--- config.mk ---
export PLATFORM = sky130hd
export DESIGN_NAME = timer_pulse_capture_modes
export DESIGN_NICKNAME = d
export VERILOG_FILES = /design/src/timer_pkg.sv /design/src/edge_if.sv /design/src/pin_edge_sync.sv /design/src/timer_pulse_capture_modes.sv
export SDC_FILE = /design/constraint.sdc
export NUM_CORES = 1
export LEC_CHECK = 0
export ABC_CLOCK_PERIOD_IN_PS = 3500
export BUFFER_PORTS_ARGS = -buffer_cell sky130_fd_sc_hd__buf_4
export CORE_MARGIN = 4
export CORE_UTILIZATION = 32
export DETAILED_ROUTE_END_ITERATION = 12
export SKIP_LAST_GASP = 1
export SLEW_MARGIN = 0
export SYNTH_ARGS = -nofsm -noshare
export SYNTH_HDL_FRONTEND = slang
export SYNTH_HIERARCHICAL = 1
export SYNTH_SLANG_ARGS = --single-unit
--- constraint.sdc ---
create_clock -name sys_clk -period 3.5 [get_ports sys_clk]
set_input_delay 0.35 -clock sys_clk [delete_from_list [all_inputs] [get_ports sys_clk]]
set_output_delay 0.35 -clock sys_clk [all_outputs]
set_load 0.01 [all_outputs]
--- src/timer_pkg.sv ---
// shared constants for the standard timer pair
package timer_pkg;
  // operating mode field codes
  localparam logic [1:0] MODE_CMP = 2'h0;
  localparam logic [1:0] MODE_CAP = 2'h1;
  localparam logic [1:0] MODE_PWM = 2'h2;
  localparam logic [1:0] MODE_TMR = 2'h3;
  // output control in compare mode
  localparam logic [1:0] IO_NONE   = 2'h0;
  localparam logic [1:0] IO_LOW    = 2'h1;
  localparam logic [1:0] IO_HIGH   = 2'h2;
  localparam logic [1:0] IO_TOGGLE = 2'h3;
  // output control in pwm / single pulse mode
  localparam logic [1:0] PWM_FORCE_LOW  = 2'h0;
  localparam logic [1:0] PWM_FORCE_HIGH = 2'h1;
  localparam logic [1:0] PWM_WAVE       = 2'h2;
  localparam logic [1:0] PWM_SINGLE     = 2'h3;
  // output control in capture mode
  localparam logic [1:0] CAP_RISE = 2'h0;
  localparam logic [1:0] CAP_FALL = 2'h1;
  localparam logic [1:0] CAP_BOTH = 2'h2;
  localparam logic [1:0] CAP_OFF  = 2'h3;
  // tick divider
  localparam int         DIV_W       = 6;
  localparam logic [1:0] DIV_SEL_1   = 2'h0;
  localparam logic [1:0] DIV_SEL_4   = 2'h1;
  localparam logic [1:0] DIV_SEL_16  = 2'h2;
  localparam logic [5:0] DIV_MASK_1  = 6'h00;
  localparam logic [5:0] DIV_MASK_4  = 6'h03;
  localparam logic [5:0] DIV_MASK_16 = 6'h0f;
  localparam logic [5:0] DIV_MASK_64 = 6'h3f;
  localparam logic [5:0] DIV_STEP    = 6'h01;
  // instance sizes: counter width and comparator p width
  localparam int CNT_W0 = 10;
  localparam int PW0    = 3;
  localparam int CNT_W1 = 16;
  localparam int PW1    = 8;
endpackage

--- src/edge_if.sv ---
// edge detector carrier between the timer core and its pin samplers
`timescale 1ns/1ps
`default_nettype none
interface edge_if;
  logic pin_in;
  logic rise;
  logic fall;
  modport det (input pin_in, output rise, output fall);
  modport user (output pin_in, input rise, input fall);
endinterface
`default_nettype wire

--- src/pin_edge_sync.sv ---
// two-stage pin synchroniser with edge detection
`timescale 1ns/1ps
`default_nettype none
module pin_edge_sync (
  // clock and reset
  input  wire logic sys_clk,
  input  wire logic rst_n,
  // pin and edges
  edge_if.det       e
);
  logic meta_q;
  logic sync_q;
  logic prev_q;

  // meta_q feeds sync_q only; edges look at later stages
  always_ff @(posedge sys_clk or negedge rst_n) begin
    if (!rst_n) begin
      meta_q <= 1'b0;
      sync_q <= 1'b0;
      prev_q <= 1'b0;
    end else begin
      meta_q <= e.pin_in;
      sync_q <= meta_q;
      prev_q <= sync_q;
    end
  end

  // consecutive sample compare
  assign e.rise = sync_q & ~prev_q;
  assign e.fall = ~sync_q & prev_q;
endmodule
`default_nettype wire

--- src/timer_pulse_capture_modes.sv ---
// standard timer pair: pwm, single pulse, capture, compare and timer modes
`timescale 1ns/1ps
`default_nettype none

// ----------------------------------------------------------------------
// timer core
// ----------------------------------------------------------------------
module timer_core #(
  parameter int CNT_W = 10,
  parameter int PW    = 3
) (
  // clock, reset, tick
  input  wire logic             sys_clk,
  input  wire logic             rst_n,
  input  wire logic             tick,
  // control bits
  input  wire logic             mode_sel_hi,
  input  wire logic             mode_sel_lo,
  input  wire logic             out_ctrl_hi,
  input  wire logic             out_ctrl_lo,
  input  wire logic             clear_source_sel,
  input  wire logic             duty_period_swap,
  input  wire logic             out_initial_level,
  input  wire logic             out_polarity,
  // run bit write
  input  wire logic             run_wr,
  input  wire logic             run_wdata,
  // comparator values
  input  wire logic             a_wr,
  input  wire logic [CNT_W-1:0] a_wdata,
  input  wire logic [PW-1:0]    compare_p_value,
  // flag clears
  input  wire logic             flag_a_clr,
  input  wire logic             flag_p_clr,
  // pins
  input  wire logic             ext_trigger_pin,
  input  wire logic             capture_in_pin,
  output logic                  timer_out_pin,
  output logic                  timer_out_oe,
  // status
  output logic                  counter_run,
  output logic [CNT_W-1:0]      compare_a_value,
  output logic [CNT_W-1:0]      count_value,
  output logic                  cmp_a_irq_flag,
  output logic                  cmp_p_irq_flag
);
  localparam logic [CNT_W-1:0] CNT_MAX = {CNT_W{1'b1}};
  localparam logic [CNT_W-1:0] CNT_ONE = {{(CNT_W-1){1'b0}}, 1'b1};

  // comparator p compares the top bits of the counter
  function automatic logic [CNT_W-1:0] p_full(input logic [PW-1:0] p);
    return {p, {(CNT_W-PW){1'b0}}};
  endfunction

  logic [1:0]       mode;
  logic [1:0]       io;
  logic             sp_mode, pwm_mode, cap_mode, cmp_mode;
  logic             run_q, run_prev_q, run_rise;
  logic [CNT_W-1:0] cnt_q, compare_a_value_q, cnt_inc;
  logic             a_match, p_match, clr_now, cap_evt, duty_act;
  logic             flag_a_q, flag_p_q, set_a, set_p;
  logic             lvl_q, lvl_d, pin_q;

  // ----------------------------------------------------------------------
  // pin sampling
  // ----------------------------------------------------------------------
  edge_if trig_e ();
  edge_if cap_e ();
  assign trig_e.pin_in = ext_trigger_pin;
  assign cap_e.pin_in  = capture_in_pin;

  pin_edge_sync u_trig (.sys_clk(sys_clk), .rst_n(rst_n), .e(trig_e));
  pin_edge_sync u_cap  (.sys_clk(sys_clk), .rst_n(rst_n), .e(cap_e));

  // ----------------------------------------------------------------------
  // mode decode
  // ----------------------------------------------------------------------
  assign mode     = {mode_sel_hi, mode_sel_lo};
  assign io       = {out_ctrl_hi, out_ctrl_lo};
  assign sp_mode  = (mode == timer_pkg::MODE_PWM) && (io == timer_pkg::PWM_SINGLE);
  assign pwm_mode = (mode == timer_pkg::MODE_PWM) && !sp_mode;
  assign cap_mode = (mode == timer_pkg::MODE_CAP);
  assign cmp_mode = (mode == timer_pkg::MODE_CMP) || (mode == timer_pkg::MODE_TMR);

  // ----------------------------------------------------------------------
  // comparators
  // ----------------------------------------------------------------------
  assign cnt_inc  = cnt_q + CNT_ONE;
  assign run_rise = run_q & ~run_prev_q;
  assign a_match  = tick && run_q && !run_rise && (cnt_inc == compare_a_value_q);
  // p of zero means the natural overflow at full count
  assign p_match  = tick && run_q && !run_rise &&
                    ((compare_p_value == '0) ? (cnt_q == CNT_MAX) : (cnt_inc == p_full(compare_p_value)));

  // counter clear source per mode
  always_comb begin
    clr_now = 1'b0;
    if (pwm_mode) begin
      clr_now = duty_period_swap ? a_match : p_match;
    end else if (cap_mode) begin
      clr_now = p_match;
    end else if (cmp_mode) begin
      clr_now = clear_source_sel ? a_match : p_match;
    end
  end

  // capture edge select; 11 blocks capture
  always_comb begin
    unique case (io)
      timer_pkg::CAP_RISE: cap_evt = cap_mode && cap_e.rise;
      timer_pkg::CAP_FALL: cap_evt = cap_mode && cap_e.fall;
      timer_pkg::CAP_BOTH: cap_evt = cap_mode && (cap_e.rise || cap_e.fall);
      timer_pkg::CAP_OFF:  cap_evt = 1'b0;
    endcase
  end

  // ----------------------------------------------------------------------
  // run bit and counter
  // ----------------------------------------------------------------------
  // software write first, hardware set beats hardware clear
  always_ff @(posedge sys_clk or negedge rst_n) begin
    if (!rst_n) begin
      run_q <= 1'b0;
    end else if (run_wr) begin
      run_q <= run_wdata;
    end else if (sp_mode && trig_e.rise) begin
      run_q <= 1'b1;
    end else if (sp_mode && a_match) begin
      run_q <= 1'b0;
    end
  end

  always_ff @(posedge sys_clk or negedge rst_n) begin
    if (!rst_n) begin
      run_prev_q <= 1'b0;
    end else begin
      run_prev_q <= run_q;
    end
  end

  // single pulse mode never clears except at run rise
  always_ff @(posedge sys_clk or negedge rst_n) begin
    if (!rst_n) begin
      cnt_q <= '0;
    end else if (run_rise) begin
      cnt_q <= '0;
    end else if (tick && run_q) begin
      if (clr_now && !sp_mode) begin
        cnt_q <= '0;
      end else begin
        cnt_q <= cnt_inc;
      end
    end
  end

  // capture wins over a software write in the same cycle
  always_ff @(posedge sys_clk or negedge rst_n) begin
    if (!rst_n) begin
      compare_a_value_q <= '0;
    end else if (cap_evt) begin
      compare_a_value_q <= cnt_q;
    end else if (a_wr) begin
      compare_a_value_q <= a_wdata;
    end
  end

  // ----------------------------------------------------------------------
  // interrupt request flags
  // ----------------------------------------------------------------------
  assign set_a = cap_mode ? cap_evt : a_match;
  assign set_p = p_match && !sp_mode && !(cmp_mode && clear_source_sel);

  // sticky; a set in the clear cycle is kept
  always_ff @(posedge sys_clk or negedge rst_n) begin
    if (!rst_n) begin
      flag_a_q <= 1'b0;
      flag_p_q <= 1'b0;
    end else begin
      flag_a_q <= set_a | (flag_a_q & ~flag_a_clr);
      flag_p_q <= set_p | (flag_p_q & ~flag_p_clr);
    end
  end

  // ----------------------------------------------------------------------
  // output waveform
  // ----------------------------------------------------------------------
  assign duty_act = duty_period_swap ?
                    ((compare_p_value == '0) || (cnt_q < p_full(compare_p_value))) :
                    (cnt_q < compare_a_value_q);

  always_comb begin
    lvl_d = lvl_q;
    if (sp_mode) begin
      lvl_d = run_q ? out_initial_level : ~out_initial_level;
    end else if (pwm_mode) begin
      unique case (io)
        timer_pkg::PWM_FORCE_LOW:  lvl_d = 1'b0;
        timer_pkg::PWM_FORCE_HIGH: lvl_d = 1'b1;
        default:                   lvl_d = duty_act ? out_initial_level : ~out_initial_level;
      endcase
    end else if (cmp_mode) begin
      if (run_rise) begin
        lvl_d = out_initial_level;
      end else if (a_match) begin
        unique case (io)
          timer_pkg::IO_NONE:   lvl_d = lvl_q;
          timer_pkg::IO_LOW:    lvl_d = 1'b0;
          timer_pkg::IO_HIGH:   lvl_d = 1'b1;
          timer_pkg::IO_TOGGLE: lvl_d = ~lvl_q;
        endcase
      end
    end
  end

  // registered pin; capture and timer modes leave it idle low
  always_ff @(posedge sys_clk or negedge rst_n) begin
    if (!rst_n) begin
      lvl_q <= 1'b0;
      pin_q <= 1'b0;
    end else begin
      lvl_q <= lvl_d;
      pin_q <= (cap_mode || mode == timer_pkg::MODE_TMR) ? 1'b0 : (lvl_d ^ out_polarity);
    end
  end

  assign timer_out_pin   = pin_q;
  assign timer_out_oe    = (mode == timer_pkg::MODE_CMP) || (mode == timer_pkg::MODE_PWM);
  assign counter_run     = run_q;
  assign compare_a_value = compare_a_value_q;
  assign count_value     = cnt_q;
  assign cmp_a_irq_flag  = flag_a_q;
  assign cmp_p_irq_flag  = flag_p_q;
endmodule

// ----------------------------------------------------------------------
// top: shared tick divider and the two timer instances
// ----------------------------------------------------------------------
module timer_pulse_capture_modes (
  // clock and reset
  input  wire logic                          sys_clk,
  input  wire logic                          rst_n,
  // tick rate select, shared
  input  wire logic [1:0]                    clk_div_sel,
  // per-instance control bits, index 0 = 10-bit, 1 = 16-bit
  input  wire logic [1:0]                    mode_sel_hi,
  input  wire logic [1:0]                    mode_sel_lo,
  input  wire logic [1:0]                    out_ctrl_hi,
  input  wire logic [1:0]                    out_ctrl_lo,
  input  wire logic [1:0]                    clear_source_sel,
  input  wire logic [1:0]                    duty_period_swap,
  input  wire logic [1:0]                    out_initial_level,
  input  wire logic [1:0]                    out_polarity,
  input  wire logic [1:0]                    run_wr,
  input  wire logic [1:0]                    run_wdata,
  input  wire logic [1:0]                    a_wr,
  input  wire logic [1:0]                    flag_a_clr,
  input  wire logic [1:0]                    flag_p_clr,
  // comparator values
  input  wire logic [timer_pkg::CNT_W0-1:0]  a_wdata_u0,
  input  wire logic [timer_pkg::CNT_W1-1:0]  a_wdata_u1,
  input  wire logic [timer_pkg::PW0-1:0]     compare_p_value_u0,
  input  wire logic [timer_pkg::PW1-1:0]     compare_p_value_u1,
  // pins
  input  wire logic [1:0]                    ext_trigger_pin,
  input  wire logic [1:0]                    capture_in_pin,
  output logic [1:0]                         timer_out_pin,
  output logic [1:0]                         timer_out_oe,
  // status
  output logic [1:0]                         counter_run,
  output logic [1:0]                         cmp_a_irq_flag,
  output logic [1:0]                         cmp_p_irq_flag,
  output logic [timer_pkg::CNT_W0-1:0]       compare_a_value_u0,
  output logic [timer_pkg::CNT_W1-1:0]       compare_a_value_u1,
  output logic [timer_pkg::CNT_W0-1:0]       count_value_u0,
  output logic [timer_pkg::CNT_W1-1:0]       count_value_u1
);
  logic [timer_pkg::DIV_W-1:0] div_q;
  logic [timer_pkg::DIV_W-1:0] div_mask;
  logic                        tick;

  // free running prescaler; one-cycle tick enable, no derived clocks
  always_ff @(posedge sys_clk or negedge rst_n) begin
    if (!rst_n) begin
      div_q <= '0;
    end else begin
      div_q <= div_q + timer_pkg::DIV_STEP;
    end
  end

  always_comb begin
    unique case (clk_div_sel)
      timer_pkg::DIV_SEL_1:  div_mask = timer_pkg::DIV_MASK_1;
      timer_pkg::DIV_SEL_4:  div_mask = timer_pkg::DIV_MASK_4;
      timer_pkg::DIV_SEL_16: div_mask = timer_pkg::DIV_MASK_16;
      default:               div_mask = timer_pkg::DIV_MASK_64;
    endcase
  end

  assign tick = (div_q & div_mask) == '0;

  // 10-bit and 16-bit instances
  timer_core #(.CNT_W(timer_pkg::CNT_W0), .PW(timer_pkg::PW0)) u_tm0 (
    .sys_clk(sys_clk), .rst_n(rst_n), .tick(tick),
    .mode_sel_hi(mode_sel_hi[0]), .mode_sel_lo(mode_sel_lo[0]),
    .out_ctrl_hi(out_ctrl_hi[0]), .out_ctrl_lo(out_ctrl_lo[0]),
    .clear_source_sel(clear_source_sel[0]), .duty_period_swap(duty_period_swap[0]),
    .out_initial_level(out_initial_level[0]), .out_polarity(out_polarity[0]),
    .run_wr(run_wr[0]), .run_wdata(run_wdata[0]), .a_wr(a_wr[0]), .a_wdata(a_wdata_u0),
    .compare_p_value(compare_p_value_u0), .flag_a_clr(flag_a_clr[0]), .flag_p_clr(flag_p_clr[0]),
    .ext_trigger_pin(ext_trigger_pin[0]), .capture_in_pin(capture_in_pin[0]),
    .timer_out_pin(timer_out_pin[0]), .timer_out_oe(timer_out_oe[0]),
    .counter_run(counter_run[0]), .compare_a_value(compare_a_value_u0), .count_value(count_value_u0),
    .cmp_a_irq_flag(cmp_a_irq_flag[0]), .cmp_p_irq_flag(cmp_p_irq_flag[0])
  );

  timer_core #(.CNT_W(timer_pkg::CNT_W1), .PW(timer_pkg::PW1)) u_tm1 (
    .sys_clk(sys_clk), .rst_n(rst_n), .tick(tick),
    .mode_sel_hi(mode_sel_hi[1]), .mode_sel_lo(mode_sel_lo[1]),
    .out_ctrl_hi(out_ctrl_hi[1]), .out_ctrl_lo(out_ctrl_lo[1]),
    .clear_source_sel(clear_source_sel[1]), .duty_period_swap(duty_period_swap[1]),
    .out_initial_level(out_initial_level[1]), .out_polarity(out_polarity[1]),
    .run_wr(run_wr[1]), .run_wdata(run_wdata[1]), .a_wr(a_wr[1]), .a_wdata(a_wdata_u1),
    .compare_p_value(compare_p_value_u1), .flag_a_clr(flag_a_clr[1]), .flag_p_clr(flag_p_clr[1]),
    .ext_trigger_pin(ext_trigger_pin[1]), .capture_in_pin(capture_in_pin[1]),
    .timer_out_pin(timer_out_pin[1]), .timer_out_oe(timer_out_oe[1]),
    .counter_run(counter_run[1]), .compare_a_value(compare_a_value_u1), .count_value(count_value_u1),
    .cmp_a_irq_flag(cmp_a_irq_flag[1]), .cmp_p_irq_flag(cmp_p_irq_flag[1])
  );
endmodule
`default_nettype wire

======== Word-level counts from Yosys, hierarchy flattened ========
Index checks and enable logic that the tools add are counted.
storage, ports and cells
  register bits after elaboration ......... 82
  bits of input ports ..................... 71
  output and inout bits ................... 62
  word-level logic and storage cells ...... 206
cells by class
  $add $sub $neg .......................... 3
  magnitude comparators ................... 4
  equality and inequality tests ........... 20
  multiplexer cells ....................... 55
  bitwise logic cells ..................... 35
  reduce and logical (&&, ||, !) cells .... 60
operators with widths
  cell                                                              count
  16-bit two-way mux                                                5
  10-bit two-way mux                                                5
  1-bit two-way mux                                                 38
  16-bit == test                                                    2
  16-bit less-than comparator                                       2
  1-bit logical AND                                                 30
  10-bit == test                                                    2
  10-bit less-than comparator                                       2
  2-bit == test (second input constant)                             9
  6-bit case mux with 3 select lines                                1
  16-bit by 1-bit adder with 16-bit output (second input constant)  1
  16-bit == test (second input constant)                            1
  1-bit NOT                                                         16
  1-bit case mux with 4 select lines                                4
  1-bit AND                                                         12
  10-bit by 1-bit adder with 10-bit output (second input constant)  1
  10-bit == test (second input constant)                            1
  2-bit by 1-bit == test with 1-bit output (second input constant)  5
  2-bit zero test                                                   5
  1-bit logical OR                                                  10
  8-bit zero test                                                   1
  2-bit nonzero test                                                4
  6-bit by 1-bit adder with 6-bit output (second input constant)    1
  6-bit AND                                                         1
  7 further kinds                                                   18

======== Logic depth before layout (Yosys ltp) ========
Gate-level depths: netlist of the first run.
  depth after elaboration ................. 15
  mapped depth ............................ 14
  depth with buffers taken out ............ 11

======== By module ========
Netlist of the first run, hierarchy kept.
modules (own cells, without submodules)
  module                     times used  cells an instance  area each (um^2)  seq. area each (um^2)
  timer_core at u_tm1        1           491                4018.9            950.9
  timer_core at u_tm0        1           274                2328.5            650.6
  pin_edge_sync              4           5                  90.1              75.1
  timer_pulse_capture_modes  1           20                 247.7             150.1

======== Worst setup path before layout of the first run ========
Ideal clock, no wire load.
  path kind ............................... flip-flop to flip-flop
  start ................................... register u_tm1.cnt_q[6] (netlist: u_tm1/count_value[6])
  end ..................................... register u_tm1.cnt_q[11] (netlist: u_tm1/count_value[11])
  setup time .............................. 0.135 ns
  arrival ................................. 3.244 ns
  data required time ...................... 3.365 ns
  setup slack ............................. 0.121 ns
  stages on the path, launching flop included .. 12
  buffers on the path ..................... 3
  clock period less this slack ............ 3.379 ns
  cell sequence ........................... dfrtp_1 -> buf_2 -> nand4_1 -> or4_1 -> buf_2 -> xnor2_1 -> or4_1 -> o41ai_2 -> nor2_4 -> a21oi_4 -> buf_6 -> o211ai_1
between the ends
  word-level cells in the longest chain between the ends .. 12
  elaborated cells on any way between the ends .. 16
  classes of those cells .................. 1 x add/sub; 3 x eq/ne; 9 x mux; 3 x reduce/logical
RTL lines
  element                                   line                              text
  from (decl)                               timer_pulse_capture_modes.sv:59   logic [CNT_W-1:0] cnt_q, compare_a_value_q, cnt_inc;
  from (signal assigned)                    timer_pulse_capture_modes.sv:151  cnt_q <= cnt_inc;
  16-bit by 1-bit adder with 16-bit output  timer_pulse_capture_modes.sv:88   assign cnt_inc = cnt_q + CNT_ONE;
  16-bit == test                            timer_pulse_capture_modes.sv:93   ((compare_p_value == '0) ? (cnt_q == CNT_MAX) : (cnt_inc == p_full(compare_p_value)));
  1-bit two-way mux                         timer_pulse_capture_modes.sv:93
  1-bit logical AND                         timer_pulse_capture_modes.sv:92   assign p_match = tick && run_q && !run_rise &&
  1-bit two-way mux                         timer_pulse_capture_modes.sv:103  clr_now = clear_source_sel ? a_match : p_match;
  1-bit two-way mux                         timer_pulse_capture_modes.sv:102  end else if (cmp_mode) begin
  1-bit two-way mux                         timer_pulse_capture_modes.sv:100  end else if (cap_mode) begin
  1-bit two-way mux                         timer_pulse_capture_modes.sv:98   if (pwm_mode) begin
  1-bit logical AND                         timer_pulse_capture_modes.sv:148  if (clr_now && !sp_mode) begin
  16-bit two-way mux (*)                    timer_pulse_capture_modes.sv:148
  16-bit two-way mux (*)                    timer_pulse_capture_modes.sv:147  end else if (tick && run_q) begin
  16-bit two-way mux (*)                    timer_pulse_capture_modes.sv:145  end else if (run_rise) begin
Every way passes the cells marked *; elsewhere a longest branch is shown, timed or not. The select of a mux whose other input is x is not followed.
A chain may end at the register's enable or synchronous reset.

======== Worst setup path in the final report of the first run ========
  start ................................... register div_q[4] (netlist bit)
  end ..................................... register u_tm1.cnt_q[13] (netlist: u_tm1/count_value[13])
between the ends
  word-level cells in the longest chain between the ends .. 13
  elaborated cells on any way between the ends .. 16
  classes of those cells .................. 8 x mux; 1 x bitwise; 7 x reduce/logical
RTL lines
  element                               line                                                                                                text
  from (decl)                           timer_pulse_capture_modes.sv:277                                                                    logic [timer_pkg::DIV_W-1:0] div_q;
  from (signal assigned)                timer_pulse_capture_modes.sv:286                                                                    div_q <= div_q + timer_pkg::DIV_STEP;
  6-bit AND (*)                         timer_pulse_capture_modes.sv:299                                                                    assign tick = (div_q & div_mask) == '0;
  6-bit zero test (*)                   timer_pulse_capture_modes.sv:299
  named net tick                        timer_pulse_capture_modes.sv:279                                                                    logic tick;
  1-bit logical AND (*)                 timer_pulse_capture_modes.sv:90, timer_pulse_capture_modes.sv:92, timer_pulse_capture_modes.sv:147
  1-bit logical AND                     timer_pulse_capture_modes.sv:90, timer_pulse_capture_modes.sv:92
  1-bit logical AND (on tied branches)  timer_pulse_capture_modes.sv:92, timer_pulse_capture_modes.sv:90
  1-bit two-way mux                     timer_pulse_capture_modes.sv:103
  1-bit two-way mux                     timer_pulse_capture_modes.sv:102
  1-bit two-way mux                     timer_pulse_capture_modes.sv:100
  1-bit two-way mux                     timer_pulse_capture_modes.sv:98
  1-bit logical AND                     timer_pulse_capture_modes.sv:148
  16-bit two-way mux                    timer_pulse_capture_modes.sv:148
  16-bit two-way mux                    timer_pulse_capture_modes.sv:147
  16-bit two-way mux                    timer_pulse_capture_modes.sv:145
The timed path passes the listed nets; every way through them passes the cells marked *. The select of a mux whose other input is x is not followed.

==> impl_metrics.toml, run 1 <==
[die]
die_x_um = 155
io_pins = 133
die_height_um = 155
fp.coreArea_sq_mm = 0.0212
start_util_pct = 32.8
placementRows = 53
dieArea_sq_mm = 0.0241

[power_and_ir_drop]
net-switching-power_mw = 0.875
pwr-share-comb_pct = 23.6
p_leak_nw = 4.23
p_int_mw = 1.97
clkPwrFrac_pct = 37.8
irDropWorstVdd_v = 0.000210
p_seq_share_pct = 38.6
p_per_area_mw_per_mm2 = 323
swShare_pct = 30.7

[critical_path]
timing.rr.start = "div_q[4]$_DFF_PN0_"
rr_worst_depth = 12
cp_max_fo = 9
worst_setup_path_end_kind = "flop"
r2r_slack_ns = 0.22
crit_path_frequent_cell = "and3_2"
start_kind = "flop"
max_stage_delay_ns = 0.50
critPathKind = "reg -> reg"
r2r_end = "u_tm1/count_value[13]$_DFFE_PN0P_"
required_ns = 3.72
worstPathCellList = "o211ai_1 > and3_2 > and3_2 > and3_1 > nand3_1 > or4_1 > or4_4 > o31ai_4 > buf_4 > nor3b_1 > a221oi_1 > o31ai_1"
worstPathArrival_ns = 3.50
crit_slowest_cell = "or4_4"

[grt]
grt_max_degree = 34
grt_pass1_vias = 6205
antenna_found_initial = 0
grt_remaining_overflow = 0
grt_pass1_wl_um = 34800
gr-usage-all-layers_pct = 18.3

[job]
cap_violations = 0

[clocking]
clockBufferDepth = 2
cts-root-buf = "clkbuf_16"
clk_latency_ns = 0.35
cts_htree_levels = 3
path_clk_slew_ns = 0.07
cts_tree = "yes"
cts.sinks = 82
numCtsBuffers = 9

[sta]
final-hold-violation-count = 0
tns_ns = 0
worst_pin_slew_ns = 0.728
period_needed_ns = 3.28
fin_crit_sh_pct = 93.8
rsz0062_at_grt = "false"
setup_violations = 0
drv_slew = 0
relSlewSlack_pct = 51.4
whs_ns = 0.113
fmax_mhz = 305
clock_skew_ns = 0.0118

[drt]
ant_nets = 0
routed_wl_um = 22200
via_per_inst = 5.30
drc = 0
drt_iter0_drc = 523
dr.pass1.iters = 5
dr_total_vias = 6561
routedWlPerCell_um = 17.9

[cells_and_area]
fillers = 2128
area_growth_pct = 27.0
nets = 1081
drive_above_1_share_pct = 24.5
fin_util_pct = 41.7
antenna-diode-count = 0
finalNonFillerCells = 1237

[min_path]
worstHoldPathCells = 1
hp-class = "in -> reg"
hold_end = "u_tm1/u_cap/meta_q$_DFF_PN0_"
hold_start = "capture_in_pin[1]"

[place]
gp_congestion = 0.920
dpl.hpwl_um = 17200
io_buffers = 132
place_inst = 1218

[synth]
syn_area_sq_mm = 0.00694
synth_area_per_cell_sq_um = 8.64
yosys_warnings = 6
postSynthNetCount = 927
syn_inst = 803

[status]
status = "finished clean"
stage by stage:
step | power, mW | cell area, sq um | worst slack [ns]
6_report | 2.85 | 8810 | 0.216
5_1_grt | 3.01 | 8810 | 0.0209
4_1_cts | 2.89 | 8790 | 0.0939
3_5_place_dp | 1.79 | 8460 | 0.105
3_3_place_gp | 1.78 | 8460 | 0.105
2_1_floorplan | 1.47 | 6940 | 0.121
layer usage:
metal	wire length, um	vias to the layer above	part of all wire [%]	track usage, %
met4	540	0	2.4	6.29
met1	10200	3116	46	26.0
met5	0	-	0	0
met2	9940	201	45	27.8
met3	1490	33	6.7	3.59
li1	-	3211	-	-
flip-flops by register name, summed over array words and instances (netlist names), 6 cells and up:
register               flops
u_tm0/compare_a_value     10
u_tm0/count_value         10
u_tm1/compare_a_value     16
u_tm1/count_value         16
div_q                      6
layout by cell type, fill, tap and decap left out, drive strengths merged, types with 9 or more instances in the layout:
cell / n
buf: 187
dfrtp: 82
inv: 67
nor2: 59
nand2: 57
ha: 53
a21oi: 45
xnor2: 39
o21ai: 36
nand3: 35
mux2i: 31
nor3: 30
nor2b: 17
xor2: 14
nand2b: 14
nand4: 14
o31ai: 14
and3: 13
o211ai: 9
clkbuf: 9
or3: 9
how the worst max path moves through the flow:
stage                                          start                                end  slack [ns]  depth (start not counted)
floorplan           u_tm1/count_value[6]$_DFFE_PN0P_  u_tm1/count_value[11]$_DFFE_PN0P_        0.12                         11
global placement                      clk_div_sel[1]   u_tm1/count_value[4]$_DFFE_PN0P_        0.10                         14
detailed placement                    clk_div_sel[1]   u_tm1/count_value[6]$_DFFE_PN0P_        0.11                         13
CTS                               div_q[4]$_DFF_PN0_   u_tm1/count_value[6]$_DFFE_PN0P_        0.09                         12
global route                      div_q[4]$_DFF_PN0_  u_tm1/count_value[13]$_DFFE_PN0P_        0.02                         12
finish                            div_q[4]$_DFF_PN0_  u_tm1/count_value[13]$_DFFE_PN0P_        0.22                         12
worst max-delay path: cells and delay by family, from the launching register on:
kind            cells  cell delay, ns
compound gates      4            0.79
buf+inv             1            0.21
flops               1            0.41
simple gates        7            1.73
area by class of cell:
cell class	instances	area, sq um	share of cell area [%]
Inverter	64	240	2.73
Clock buffer	9	225	2.56
Multi-Input combinational cell	612	4440	50.4
Sequential cell	82	2050	23.3
Clock inverter	7	98.8	1.12
Timing Repair Buffer	188	1410	16.0
Tap cell	275	344	3.90
timing repair:
item,4_1_cts,5_1_grt
endpoints found under the setup margin,0,15
hold buffers,1,0
resized for setup,0,4
setup buffers,0,2
hold endpoints to repair,17,0
power by group through the flow:
stage,clock [mW],sequential [mW],combinational (mW)
after floorplan,0,1.12,0.344
after global placement,0,1.12,0.664
after detailed placement,0,1.12,0.670
after CTS,1.11,1.10,0.675
after global routing,1.16,1.11,0.745
final,1.08,1.10,0.671
(Power assumes the default switching activity.)
==> run 2: changes to the inputs <==
--- a/config.mk
+++ b/config.mk
@@ -17,2 +17,3 @@
 export SYNTH_HIERARCHICAL = 1
 export SYNTH_SLANG_ARGS = --single-unit
+export TNS_END_PERCENT = 1
==> constraint.sdc (replaced) <==
create_clock -name sys_clk -period 3.5 [get_ports sys_clk]
set_input_delay 0.35 -clock sys_clk [delete_from_list [all_inputs] [get_ports sys_clk]]
set_output_delay 0.35 -clock sys_clk [all_outputs]
set_load 0.02 [all_outputs]
==> run 2 against run 1 <==
Clock power barely moved. Hold slack barely moved. Combinational power rose by 6.7%. Clock-buffer cell count did not move. Clock skew barely moved. Cell count fell by 0.16%. Sequential share of layout area barely moved. Total power rose by 1.7%. Largest power group unchanged.
==> impl_metrics.toml, run 2 (synthesis results as in run 1) <==
[critical_path]
required_ns = 3.72
worstPathCellList = "ha_1 > and4_1 > nand4_1 > o221ai_1 > nand3_1 > or4b_1 > o41ai_1 > a21oi_1 > or2_1 > mux2i_1"
cp_max_fo = 7
critPathKind = "reg -> reg"
max_stage_delay_ns = 0.59
worstPathArrival_ns = 3.55
crit_slowest_cell = "or4b_1"
start_kind = "flop"
worst_setup_path_end_kind = "flop"

[cells_and_area]
area_growth_pct = 26.8
final_common_cell = "buf_4"
final_area_sq_mm = 0.00880
final_cell_mix = "buf_4, dfrtp_1, inv_1"
drive_above_1_share_pct = 24.4
nets = 1079
fillers = 2130
antenna-diode-count = 0
fin_util_pct = 41.6

[grt]
antenna_found_initial = 0
grt_pass1_vias = 6205
grt_max_degree = 34
grt_remaining_overflow = 0
grt_pass1_wl_um = 34800
gr-usage-all-layers_pct = 18.3

[drt]
via_per_inst = 5.34
drt_iter0_drc = 507
dr.pass1.iters = 5
ant_nets = 0
drc = 0
routedWlPerCell_um = 17.9
dr_total_vias = 6596
routed_wl_um = 22200

[power_and_ir_drop]
p_leak_nw = 4.22
total_power_mw = 2.90
swShare_pct = 31.8
pwr-share-comb_pct = 24.7
p_seq_share_pct = 38.0
irDropWorstVdd_v = 0.000211
p_per_area_mw_per_mm2 = 329
p_int_mw = 1.98
clkPwrFrac_pct = 37.3
net-switching-power_mw = 0.920

[die]
fp.coreArea_sq_mm = 0.0212
start_util_pct = 32.8
die_height_um = 155
placementRows = 53
dieArea_sq_mm = 0.0241
die_x_um = 155
io_pins = 133

[sta]
fin_crit_sh_pct = 95.1
fmax_mhz = 300
final-hold-violation-count = 0
clock_skew_ns = 0.0120
setup_violations = 0
rsz0062_at_grt = "true"
drv_slew = 0
worst_pin_slew_ns = 0.721
period_needed_ns = 3.33
relSlewSlack_pct = 51.9

[min_path]
hp-class = "in -> reg"

[clocking]
post_cts_buffers = 0
cts_tree = "yes"
clk_latency_ns = 0.35
clockBufferDepth = 2
cts-root-buf = "clkbuf_16"
path_clk_slew_ns = 0.07
numCtsBuffers = 9
cts_htree_levels = 3
cts.sinks = 82

[status]
status = "finished clean"

[job]
cap_violations = 0

[place]
placed_area_sq_mm = 0.00846
io_buffers = 132
dpl.hpwl_um = 17200
gp_congestion = 0.920
==> run 2: changes by cell type in the layout (fill, tap and decap cells not counted), sizes merged <==
cell / before / now
buf: 187 / 185
==> run 2: area by class of cell <==
type | count | area (sq um) | share of cell area (%)
multi-input combinational | 612 | 4440 | 50.5
timing repair buffer | 186 | 1400 | 15.9
sequential | 82 | 2050 | 23.3
inverter | 64 | 240 | 2.73
clock inverter | 7 | 98.8 | 1.12
tap | 275 | 344 | 3.91
clock buffer | 9 | 225 | 2.56
==> run 2: power groups by stage <==
stage	clock (mW)	combinational [mW]	sequential, mW
2_1_floorplan	0	0.345	1.16
3_3_place_gp	0	0.709	1.12
3_5_place_dp	0	0.715	1.12
4_1_cts	1.11	0.720	1.10
5_1_grt	1.16	0.790	1.11
6_report	1.08	0.716	1.10
==> run 2: timing repair <==
action | CTS | global route
hold buffers | 1 | 0
setup endpoints to repair | 0 | 15
gates resized for setup | 0 | 4
endpoints found under the hold margin | 17 | 0
==> run 2: final timing paths <==
path,from,endpoint,slack (ns),cells after the start
worst max-delay path,u_tm1/count_value[1]$_DFFE_PN0P_,u_tm1/timer_out_pin$_DFF_PN0_,0.17,10
worst min-delay path,capture_in_pin[1],u_tm1/u_cap/meta_q$_DFF_PN0_,0.11,1
min in group asynchronous,rst_n,u_tm1/compare_a_value[6]$_DFFE_PN0P_,0.44,2
max in group asynchronous,rst_n,u_tm0/compare_a_value[2]$_DFFE_PN0P_,2.29,3
worst max register to register,u_tm1/count_value[1]$_DFFE_PN0P_,u_tm1/timer_out_pin$_DFF_PN0_,0.17,10
worst min register to register,u_tm0/u_cap/meta_q$_DFF_PN0_,u_tm0/u_cap/sync_q$_DFF_PN0_,0.35,0
==> run 2: stage by stage <==
step                      instances  hold WS, ns  setup slack [ns]  TNS (ns)
after floorplan                 803       0.0544            0.0358         0
after global placement         1218        0.275             0.105         0
after detailed placement       1218        0.281             0.105         0
after CTS                      1235       0.0991            0.0939         0
after global routing           1235       0.0956           -0.0413   -0.0901
final                          1235        0.113             0.170         0
==> run 2: worst max-delay path: cells and delay by family, from the launching register on <==
| kind | cells | cell delay, ns |
|---|---|---|
| compound gates | 3 | 0.71 |
| fa+ha+maj | 1 | 0.25 |
| flops | 1 | 0.44 |
| mux | 1 | 0.13 |
| simple gates | 5 | 1.66 |
==> run 2: routing by layer <==
layer	share of wire, %	up-vias	wire length [um]	track usage, %
met4	2.5	0	551	6.29
met3	6.5	36	1450	3.59
met2	45	214	9930	27.8
li1	-	3213	-	-
met5	0	-	0	0
met1	46	3133	10200	26.0
